`config.mk`:
```
export PLATFORM = sky130hd
export DESIGN_NAME = afl_alert_flags
export DESIGN_NICKNAME = d
export VERILOG_FILES = /design/src/design/afl_pkg.sv /design/src/design/afl_alert_flags.sv
export VERILOG_INCLUDE_DIRS = /design/src /design/src/design
export SDC_FILE = /design/constraint.sdc
export NUM_CORES = 1
export LEC_CHECK = 0
export ABC_AREA = 1
export BUFFER_PORTS_ARGS = -buffer_cell sky130_fd_sc_hd__buf_4
export CAP_MARGIN = 10
export CORE_UTILIZATION = 55
export DETAILED_ROUTE_END_ITERATION = 10
export PLACE_DENSITY_LB_ADDON = 0.12
export RECOVER_POWER = 25
export SYNTH_ARGS = -nofsm -noshare
export SYNTH_HDL_FRONTEND = slang
export SYNTH_SLANG_ARGS = --single-unit
```
`constraint.sdc`:
```
create_clock -name clock_i -period 5.6 [get_ports clock_i]
set_input_delay 1.68 -clock clock_i [delete_from_list [all_inputs] [get_ports clock_i]]
set_output_delay 1.68 -clock clock_i [all_outputs]
set_load 0.005 [all_outputs]
```
`src/design/afl_map.svh`:
```
/*
 * Offsets, field positions and reset values of the alert and flag logic.
 * Assumes inclusion by bare name from the design module only.
 */
`ifndef AFL_MAP_SVH
`define AFL_MAP_SVH

// ----------------------------------------------------------------------------
// register pointers
// ----------------------------------------------------------------------------
`define AFL_ADDR_CONFIG       8'h00
`define AFL_ADDR_MASK         8'h06
`define AFL_ADDR_LIMIT        8'h07

// ----------------------------------------------------------------------------
// control word fields
// ----------------------------------------------------------------------------
`define AFL_BIT_SHUNT_OVER    15
`define AFL_BIT_SHUNT_UNDER   14
`define AFL_BIT_BUS_OVER      13
`define AFL_BIT_BUS_UNDER     12
`define AFL_BIT_POWER_OVER    11
`define AFL_BIT_READY_ALERT   10
`define AFL_BIT_FUNC_FLAG     4
`define AFL_BIT_DONE_FLAG     3
`define AFL_BIT_OVF_FLAG      2
`define AFL_BIT_POLARITY      1
`define AFL_BIT_LATCH         0

// ----------------------------------------------------------------------------
// reset values and mode codes
// ----------------------------------------------------------------------------
`define AFL_RST_CTRL          6'h00
`define AFL_RST_LIMIT         16'h0000
`define AFL_MODE_POWER_DOWN   3'h0
`define AFL_MODE_DISABLE      3'h4

`endif

```
`src/design/afl_pkg.sv`:
```
/*
 * Types of the alert and flag logic.
 * Assumes nothing beyond its map header.
 */
package afl_pkg;

	// ------------------------------------------------------------------------
	// measurement results arriving from the conversion engine
	// ------------------------------------------------------------------------
	typedef struct packed {
		logic [15:0] shunt;
		logic [15:0] bus;
		logic [15:0] power;
	} afl_result_s;

	// ------------------------------------------------------------------------
	// register access request
	// ------------------------------------------------------------------------
	typedef struct packed {
		logic        wr;
		logic        rd;
		logic [7:0]  addr;
		logic [15:0] wdata;
	} afl_access_s;

	// ------------------------------------------------------------------------
	// selected limit function
	// ------------------------------------------------------------------------
	typedef enum logic [2:0] {
		AFL_FN_NONE,
		AFL_FN_SHUNT_OVER,
		AFL_FN_SHUNT_UNDER,
		AFL_FN_BUS_OVER,
		AFL_FN_BUS_UNDER,
		AFL_FN_POWER_OVER
	} afl_func_e;

endpackage

```
`src/design/afl_alert_flags.sv`:
```
/*
 * Alert pin and status flag logic of a current, voltage and power monitor.
 * Assumes the serial interface delivers one-cycle decoded register strobes
 * and the conversion engine one-cycle done/overflow strobes, all on clock_i.
 */
`timescale 1ns/1ps
`include "afl_map.svh"

module afl_alert_flags (
	// clock and reset
	input  wire logic                 clock_i,
	input  wire logic                 rst_b_i,
	// register access from the serial interface
	input  wire afl_pkg::afl_access_s access_i,
	input  wire logic [2:0]           cfg_mode_i,
	input  wire logic                 single_shot_i,
	output logic      [15:0]          rdata_o,
	// conversion engine
	input  wire logic                 cycle_done_i,
	input  wire logic                 math_overflow_i,
	input  wire afl_pkg::afl_result_s result_i,
	output afl_pkg::afl_result_s      result_o,
	// open-collector alert pin
	output logic                      alert_o,
	output logic                      alert_oe_o
);

	// ------------------------------------------------------------------------
	// state
	// ------------------------------------------------------------------------
	logic [5:0]           enables;
	logic [5:0]           next_enables;
	logic                 output_polarity_select;
	logic                 next_output_polarity_select;
	logic                 latch_select;
	logic                 next_latch_select;
	logic                 function_alert_flag;
	logic                 next_function_alert_flag;
	logic                 conversion_done_flag;
	logic                 next_conversion_done_flag;
	logic                 math_overflow_flag;
	logic                 next_math_overflow_flag;
	logic [15:0]          limit_value_bits;
	logic [15:0]          next_limit_value_bits;
	afl_pkg::afl_result_s results;
	afl_pkg::afl_result_s next_results;
	logic [15:0]          next_rdata;
	logic                 alert_active;
	logic                 next_alert_active;
	afl_pkg::afl_func_e   func;
	logic                 violation;
	logic                 mask_wr;
	logic                 mask_rd;
	logic                 cfg_wr;

	assign mask_wr = access_i.wr && (access_i.addr == `AFL_ADDR_MASK);
	assign mask_rd = access_i.rd && (access_i.addr == `AFL_ADDR_MASK);
	assign cfg_wr  = access_i.wr && (access_i.addr == `AFL_ADDR_CONFIG);

	// ------------------------------------------------------------------------
	// limit function select and compare
	// ------------------------------------------------------------------------
	function automatic afl_pkg::afl_func_e pick(input logic [5:0] en);
		// en[5] is bit 15 down to en[1] bit 11; highest wins
		if (en[5]) begin
			pick = afl_pkg::AFL_FN_SHUNT_OVER;
		end else if (en[4]) begin
			pick = afl_pkg::AFL_FN_SHUNT_UNDER;
		end else if (en[3]) begin
			pick = afl_pkg::AFL_FN_BUS_OVER;
		end else if (en[2]) begin
			pick = afl_pkg::AFL_FN_BUS_UNDER;
		end else if (en[1]) begin
			pick = afl_pkg::AFL_FN_POWER_OVER;
		end else begin
			pick = afl_pkg::AFL_FN_NONE;
		end
	endfunction

	function automatic logic over(input logic [15:0] v, input logic [15:0] lim);
		// shunt and bus results are two's complement
		over = $signed(v) > $signed(lim);
	endfunction

	assign func = pick(enables);

	always_comb begin
		case (func)
			afl_pkg::AFL_FN_SHUNT_OVER:  violation = over(result_i.shunt, limit_value_bits);
			afl_pkg::AFL_FN_SHUNT_UNDER: violation = over(limit_value_bits, result_i.shunt);
			afl_pkg::AFL_FN_BUS_OVER:    violation = over(result_i.bus, limit_value_bits);
			afl_pkg::AFL_FN_BUS_UNDER:   violation = over(limit_value_bits, result_i.bus);
			afl_pkg::AFL_FN_POWER_OVER:  violation = result_i.power > limit_value_bits;
			default:                     violation = 1'b0;
		endcase
	end

	// ------------------------------------------------------------------------
	// next state
	// ------------------------------------------------------------------------
	always_comb begin
		next_enables                = enables;
		next_output_polarity_select = output_polarity_select;
		next_latch_select           = latch_select;
		next_limit_value_bits       = limit_value_bits;
		next_results                = results;
		next_function_alert_flag    = function_alert_flag;
		next_conversion_done_flag   = conversion_done_flag;
		next_math_overflow_flag     = math_overflow_flag;
		next_alert_active           = alert_active;
		if (mask_wr) begin
			next_enables                = access_i.wdata[`AFL_BIT_SHUNT_OVER:`AFL_BIT_READY_ALERT];
			next_output_polarity_select = access_i.wdata[`AFL_BIT_POLARITY];
			next_latch_select           = access_i.wdata[`AFL_BIT_LATCH];
		end
		if (access_i.wr && access_i.addr == `AFL_ADDR_LIMIT) begin
			next_limit_value_bits = access_i.wdata;
		end
		// read clears first, so a same-cycle event below still wins
		if (mask_rd) begin
			if (latch_select) begin
				next_function_alert_flag = 1'b0;
				next_math_overflow_flag  = 1'b0;
				next_alert_active        = 1'b0;
			end
			if (single_shot_i) begin
				next_conversion_done_flag = 1'b0;
			end
		end
		if (cfg_wr && single_shot_i && cfg_mode_i != `AFL_MODE_POWER_DOWN
			&& cfg_mode_i != `AFL_MODE_DISABLE) begin
			next_conversion_done_flag = 1'b0;
		end
		if (cycle_done_i) begin
			next_results              = result_i;
			next_conversion_done_flag = 1'b1;
			if (violation) begin
				next_function_alert_flag = 1'b1;
			end else if (!latch_select) begin
				next_function_alert_flag = 1'b0;
			end
			if (latch_select) begin
				// builds on the read clear above, so a same-cycle read is not lost
				next_alert_active = next_alert_active | violation | enables[0];
			end else begin
				next_alert_active = violation | enables[0];
			end
			if (!latch_select && !math_overflow_i) begin
				next_math_overflow_flag = 1'b0;
			end
		end
		if (math_overflow_i) begin
			next_math_overflow_flag = 1'b1;
		end
		next_rdata = 16'h0000;
		if (access_i.addr == `AFL_ADDR_MASK) begin
			next_rdata = {enables, 5'h00, function_alert_flag, conversion_done_flag,
				math_overflow_flag, output_polarity_select, latch_select};
		end else if (access_i.addr == `AFL_ADDR_LIMIT) begin
			next_rdata = limit_value_bits;
		end
	end

	always_ff @(posedge clock_i) begin
		if (!rst_b_i) begin
			enables                <= `AFL_RST_CTRL;
			output_polarity_select <= 1'b0;
			latch_select           <= 1'b0;
			limit_value_bits       <= `AFL_RST_LIMIT;
			results                <= '0;
			function_alert_flag    <= 1'b0;
			conversion_done_flag   <= 1'b0;
			math_overflow_flag     <= 1'b0;
			alert_active           <= 1'b0;
			rdata_o                <= 16'h0000;
		end else begin
			enables                <= next_enables;
			output_polarity_select <= next_output_polarity_select;
			latch_select           <= next_latch_select;
			limit_value_bits       <= next_limit_value_bits;
			results                <= next_results;
			function_alert_flag    <= next_function_alert_flag;
			conversion_done_flag   <= next_conversion_done_flag;
			math_overflow_flag     <= next_math_overflow_flag;
			alert_active           <= next_alert_active;
			rdata_o                <= next_rdata;
		end
	end

	// ------------------------------------------------------------------------
	// open-collector pin: only ever pulls low, enable marks the pull
	// ------------------------------------------------------------------------
	assign result_o   = results;
	assign alert_o    = 1'b0;
	assign alert_oe_o = alert_active ^ output_polarity_select;
endmodule // afl_alert_flags

```
; After elaboration in Yosys (flattened, before gate mapping)
; Cells that the tools add are included.
[op_classes]
n_bitwise = 6
n_lt_le_gt_ge = 5
eq_ne = 8
n_mux = 26
reduce_logical = 16
[ops]
columns = cell, n
row1 = $gt 16x16->1, 5
row2 = $mux 16, 2
row3 = $mux 1, 18
row4 = $eq 8x3->1 const B, 2
row5 = $mux 3, 5
row6 = $reduce_bool 3->1, 3
row7 = $logic_and 1x1->1, 8
row8 = $logic_not 8->1, 1
row9 = $eq 3x2->1 const B, 2
row10 = $eq 3x3->1 const B, 2
row11 = $pmux 1 s5, 1
row12 = $eq 3x1->1 const B, 1
row13 = $ne 3x3->1 const B, 1
row14 = $or 1x1->1, 3
row15 = $reduce_or 3->1, 1
row16 = $logic_not 1->1, 2
row17 = $not 1->1, 2
row18 = $reduce_and 2->1, 1
row19 = $xor 1x1->1, 1
[word_totals]
output_inout_bits = 66
regBits = 92
elab_cells = 74
in_bits = 82

; Longest topological paths before layout
; Gate-level depths: netlist of run 1.
[logic_depth]
ltp_word = 11
depth_mapped = 19
mapped_depth_nobuf = 19

; Least setup slack after synthesis of run 1
; OpenSTA, ideal clock, no wires.
[synth_timing]
kind = input -> register
startpoint = input port result_i[45] (netlist name)
endpoint = register function_alert_flag
n_path_buf = 0
t_required_ns = 5.528
setup_ns = 0.072
arrival_time_ns = 2.911
path_slack_ns = 2.617
path_stages = 15
cell_sequence = inv_1 ha_1 nand2_1 inv_1 o21bai_1 nand2_1 a21oi_1 nand3_1 nand2_1 nand2_1 nand2_1 nand2_1 nand2_1 nand2_1 a21oi_1
[synth_between]
elab_chain_len = 4
elab_cells_between_ends = 5
classes_between = order compare: 2 / mux: 3
[synth_lines]
columns = element, line
row1 = from (decl), afl_alert_flags.sv:21  ; input wire afl_pkg::afl_result_s result_i,
row2 = $gt 16x16->1, afl_alert_flags.sv:82  ; over = $signed(v) > $signed(lim);
row3 = $pmux 1 s5 (*), afl_alert_flags.sv:88  ; case (func)
row4 = $mux 1 (*), afl_alert_flags.sv:137  ; if (violation) begin
row5 = $mux 1 (*), afl_alert_flags.sv:134  ; if (cycle_done_i) begin
row6 = to (signal assigned), afl_alert_flags.sv:182  ; function_alert_flag <= next_function_alert_flag;
row7 = to (decl), afl_alert_flags.sv:37  ; logic function_alert_flag;
; Mark *: on every way between the ends. The rest lies on a longest branch, timed or not.
; A chain may end at the register's enable or synchronous reset.

; Worst setup path in the final report of run 1
[layout_timing]
startpoint = input port result_i[31] (netlist name)
endpoint = register function_alert_flag
; The elaborated chain is that of the path after synthesis.

==> results of run 1 <==
final cells by class:
type / count / area [um^2] / share of cell area (%)
clock buffers: 11 / 141 / 2.43
flip-flops and latches: 92 / 1840 / 31.7
clock inverters: 5 / 85.1 / 1.46
multi-input cells: 388 / 2220 / 38.2
well taps: 102 / 128 / 2.19
inverters: 83 / 312 / 5.36
repair buffers: 145 / 1090 / 18.7
power by group through the flow:
stage | Sequential, W | Combinational (W) | Clock (W)
after floorplan | 0.000708 | 0.0000790 | 0
after global placement | 0.000706 | 0.000177 | 0
after detailed placement | 0.000707 | 0.000184 | 0
after CTS | 0.000692 | 0.000185 | 0.000506
after global routing | 0.000696 | 0.000208 | 0.000533
final | 0.000692 | 0.000185 | 0.000501
critical path: cells and delay by family:
family          cells  cell delay, ns
simple gates        7            0.56
fa+ha+maj           1            0.36
compound gates      4            0.59
buf+inv             2            0.13
cell usage in the layout (no fill, tap or decap), drive strengths merged:
master | netlist | layout
buf | 9 | 137
dfxtp | 92 | 92
o21ai | 81 | 81
inv | 81 | 81
a21oi | 77 | 77
nand2 | 75 | 75
nor2 | 67 | 67
ha | 48 | 48
clkbuf | 15 | 19
nand3 | 11 | 11
o32ai | 6 | 6
nand4 | 6 | 6
nor3 | 5 | 5
clkinv | 2 | 4
o22ai | 2 | 2
a21o | 2 | 2
bufinv | 0 | 2
xor2 | 1 | 1
nor4 | 1 | 1
nor3b | 1 | 1
o21bai | 1 | 1
o21a | 1 | 1
o2111ai | 1 | 1
a31oi | 1 | 1
conb | 1 | 1
clkinvlp | 0 | 1
through the flow:
stage               hold WS (ns)  power (W)  util (%)  cell area, um^2  worst slack (ns)
floorplan                  0.440   0.000787         -             4490              2.62
global placement           0.456   0.000883      71.6             5590              2.33
detailed placement         0.464   0.000891      71.6             5590              2.27
CTS                        0.475    0.00138      74.5             5810              2.62
global route               0.493    0.00144      74.5             5810              2.41
finish                     0.476    0.00138      74.5             5810              2.59
final timing paths:
check	endpoint	slack, ns	cells after the start
max	function_alert_flag$_SDFF_PN0_	2.59	14
min reg2reg	conversion_done_flag$_SDFFE_PN0P_	0.48	2
min	conversion_done_flag$_SDFFE_PN0P_	0.48	2
max reg2reg	function_alert_flag$_SDFF_PN0_	3.60	14
per-layer routing:
layer / track usage [%] / wire [um] / vias up
li1: - / - / 2201
met4: 11.8 / 295 / 0
met3: 6.90 / 832 / 28
met1: 35.4 / 4850 / 1968
met2: 49.9 / 5840 / 162
met5: 0 / 0 / -
registers in the layout, indices dropped and copies added, names as in the netlist, 6 cells and up:
register          flops
rdata_o              16
result_o             48
limit_value_bits     16
enables               6
logic make-up (layout without fill, tap and decap cells):
kind of cell | count (synthesis) | count (layout) | synth area share (%)
adders and majority gates | 48 | 48 | 13.4
AOI/OAI and AO/OA | 172 | 172 | 20.1
buffers and inverters | 107 | 244 | 9.61
xor gates and xnor gates | 1 | 1 | 0.195
other | 1 | 1 | 0.0835
DFF | 92 | 92 | 41.0
and+or+nand+nor | 166 | 166 | 15.7
==> reports/results.tsv, run 1 <==
metric	value	unit
# setup viols final	0	
Seq pwr share	50.2	%
Synth Flop Type	dfxtp_1	
Slew @ Worst Pin	0.705	ns
most frequent CP cell	nand2_1	
most instantiated cells after synthesis	dfxtp_1, o21ai_0, inv_1	
clk sinks	92	
I/O pin total	148	
fraction of registers with async set/reset	0	%
worst vdd ir	0.000145	V
Tmin final	3.01	ns
max cap viols	0	
#FFs+latches synth	92	
most common cell in the netlist	dfxtp_1	
Critical Path Fanout Max	4	
average size of a mapped cell	7.65	um^2
register area share after synthesis	41.0	%
FMAX	332	MHz
GP Congestion	0.863	
Worst Path Required	5.89	ns
Worst Min Path Start	conversion_done_flag$_SDFFE_PN0P_	
post-DP HPWL	8830	um
Post-Syn Nets	717	
setup_tns	0	ns
biggest area consumer among synthesized cells	dfxtp_1	
unrepaired setup endpoints after global routing	false	
antenna cells	0	
Vias/cell	5.28	
CP cell instances	buf_4 > inv_1 > ha_1 > a21oi_1 > o21ai_0 > a21oi_1 > nand2_1 > nand2_1 > nand3_1 > nand2_1 > nand2_1 > nand2_1 > nand2_1 > a21oi_1	
Leak	2.87	nW
Die Area	8530	um^2
slew margin rel.	53.0	%
vias in the first global route	4411	
Routed wire per std cell	14.3	um
Initial DRC Count	235	
worst-skew pair later-pin latency	0.36	ns
htree depth	3	
type of the worst setup path	primary input to flop	
CTS buffer count	9	
Finished Layout Cells	826	
Total GRT Usage	29.3	%
initial antenna violation count	0	
synth top area cells	dfxtp_1, ha_1, o21ai_0	
crit end category	flop	
FP Rows	32	
Initial Util	57.5	%
Die Y	92.4	um
TritonRoute pass-1 iters	4	
clock root cell	clkbuf_8	
Gate Count Post-Synth	587	
Pint	0.00104	W
Post-DRT Antenna Nets	0	
Resize count post-CTS	0	
largest net degree at the start of global routing	85	
Clock transition at path regs	0.09	ns
first-pass GRT wire length	19800	um
clock share of power	36.3	%
maximum clock path buffer count	2	
# fillers	618	
run status	finished clean	
Final Hold Viols	0	
share of cells above drive strength 1	22.9	%
max incr delay on CP	0.36	ns
total wire length	11800	um
setup bufs post-CTS	0	
Mapped Area	4490	um^2
combinational power share	13.4	%
CP max stage cell	ha_1	
Die X	92.4	um
Post-synth EDFFs	0	
Vias	4359	
switching share of power	24.6	%
hold buffers post-CTS	0	
synthesis-to-finish area growth	29.4	%
Psw	0.000339	W
Pwr Density	237	nW/um^2
# placed instances	810	
critical path startpoint	result_i[31]	
number of port buffers	145	
Synth cell types	31	
TritonCTS clock tree	yes	
count of pins over their slew limit	0	
startpoint types	primary input	
nets	849	
fin crit share	53.7	%
core area	7810	um^2
Congestion Overflow GR	0	
class of the tightest hold or removal check	flop to flop	
clock skew	0.00842	ns
Synth top area share	41.0	%
DRC	0	
worst reg2reg startpoint	limit_value_bits[11]$_SDFFE_PN0P_	
Synth warnings	0	
WP data arrival	3.30	ns
No activity file was read; power rests on OpenSTA's default activity.
==> run 2, diff against run 1 <==
Settings changed: CORE_UTILIZATION 55 to 51.
Clock period 5.6 ns to 2.8 ns, I/O delays scaled along.
==> run 2 against run 1 <==
Critical path depth shrank 10. Flip-flop and latch count stayed put. Largest cell class unchanged. Design area is 0.30% lower. Hold slack about the same. Combinational power up 100%. Cell count increased by 0.73%. Highest routed layer unchanged. Via count grew 1.0%. Worst setup slack got worse by 2.0 ns. Clock power rose by 83%. Global-route usage shrank 2.4 points.
==> reports/results.tsv, run 2 (synthesized netlist as in run 1, its figures left out) <==
metric	value	unit	change
WHS Path Cells	2		unchanged
GP Congestion	0.868		+0.63%
Worst Path Required	3.08	ns	-2.81 ns
most frequent cells in the layout	buf_4, dfxtp_1, o21ai_0		
DRC	0		unchanged
Total GRT Usage	26.9	%	-2.4 points
max reg flops	48		unchanged
min setup slack post-route	0.564	ns	-2.03 ns
CTS buffer count	9		unchanged
share of cells above drive strength 1	23.1	%	+0.18 points
Vias/cell	5.29		+0.28%
Slew @ Worst Pin	1.09	ns	+0.390 ns
crit end category	flop		
number of port buffers	145		unchanged
setup bufs post-CTS	0		unchanged
# placed instances	816		+0.74%
startpoint types	primary input		
Routed wire per std cell	14.4	um	+0.33%
total wire length	11900	um	+1.1%
Initial DRC Count	209		-11%
htree depth	3		unchanged
Initial Util	53.6	%	-3.9 points
clk sinks	92		unchanged
WP data arrival	2.52	ns	-0.78 ns
clock root cell	clkbuf_8		
Post-DRT Antenna Nets	0		unchanged
hold buffers post-CTS	0		unchanged
clock skew	0.0118	ns	+0.00334 ns
maximum clock path buffer count	2		unchanged
most frequent standard cell in the layout excluding fill and tap cells	buf_4		
max incr delay on CP	0.86	ns	+0.50 ns
count of pins over their slew limit	0		unchanged
Resize count post-CTS	0		unchanged
TritonRoute pass-1 iters	5		+1
worst-skew pair later-pin latency	0.37	ns	about the same
class of the tightest hold or removal check	flop to flop		
Leak	2.86	nW	-0.25%
largest net degree at the start of global routing	46		-46%
run status	finished clean		
final hold slack	0.476	ns	-0.0000120 ns
Finished Layout Cells	832		+0.73%
total power	0.00267	W	+94%
nets	852		+0.35%
R2R setup slack	0.79	ns	-2.81 ns
Pwr Density	461	nW/um^2	+94%
unrepaired setup endpoints after global routing	false		
CP cell instances	clkbuf_2 > clkbuf_1 > o21ai_0 > a21oi_1		
antenna cells	0		unchanged
TritonCTS clock tree	yes		
I/O pin total	148		unchanged
post-DP HPWL	9300	um	+5.3%
Placement Setup Slack	0.307	ns	-1.97 ns
FMAX	447	MHz	
CP max stage cell	clkbuf_1		
Die Area	9190	um^2	+7.7%
Vias	4403		+1.0%
Clock transition at path regs	0.10	ns	about the same
Worst R2R Path Depth	14		unchanged
Critical Path Fanout Max	32		+28
setup_tns	0	ns	unchanged
# setup viols final	0		unchanged
first-pass GRT wire length	18900	um	-4.8%
Die Y	95.9	um	+3.8%
core area	8380	um^2	+7.4%
fin crit share	79.9	%	
Die X	95.9	um	+3.8%
synthesis-to-finish area growth	29.1	%	
max cap viols	0		unchanged
initial antenna violation count	0		unchanged
type of the worst setup path	primary input to flop		
slew margin rel.	27.0	%	-26 points
vias in the first global route	4085		-7.4%
Congestion Overflow GR	0		unchanged
Final Hold Viols	0		unchanged
worst vdd ir	0.000279	V	+93%
FP Rows	33		+3.1%
Tmin final	2.24	ns	
-- run 2: cell count changes in the layout (fill, tap and decap cells not counted), sizes merged --
cell and delta:
buf -7, bufinv -1, clkbuf +8, clkinv +1, inv +2
-- run 2: area by class of cell --
class,count,area (um^2)
fillers,745,2580
multi-input cells,388,2220
flip-flops and latches,92,1840
repair buffers,148,1100
inverters,83,312
well taps,105,131
clock buffers,9,124
clock inverters,7,73.8
-- run 2: worst paths after layout --
check	start	endpoint
max	cycle_done_i	result_o[17]$_SDFFE_PN0P_
min reg2reg	conversion_done_flag$_SDFFE_PN0P_	conversion_done_flag$_SDFFE_PN0P_
max reg2reg	limit_value_bits[11]$_SDFFE_PN0P_	function_alert_flag$_SDFF_PN0_
min	conversion_done_flag$_SDFFE_PN0P_	conversion_done_flag$_SDFFE_PN0P_
-- run 2: metal layers --
metal	vias to the layer above	share of wire, %	global-route usage [%]
li1	2215	-	-
met1	2005	43	34.1
met2	159	48	44.1
met3	24	6.2	5.69
met4	0	2.5	11.4
met5	-	0	0
-- run 2: per-stage QoR --
stage	cell area (um^2)	util, %
final	5800	69.2
after CTS	5810	69.3
after global routing	5800	69.2
after floorplan	4490	-
after global placement	5610	67.0
after detailed placement	5610	67.0
-- run 2: critical path, delay by kind of cell --
kind                   cells  cell delay (ns)
AOI/OAI and AO/OA          2             0.39
buffers and inverters      2             1.27
-- run 2: power by group --
part / internal, W / total [W] / switching [W]
Combinational: 0.000190 / 0.000370 / 0.000180
Clock: 0.000418 / 0.000917 / 0.000499
Sequential: 0.00136 / 0.00138 / 0.0000252
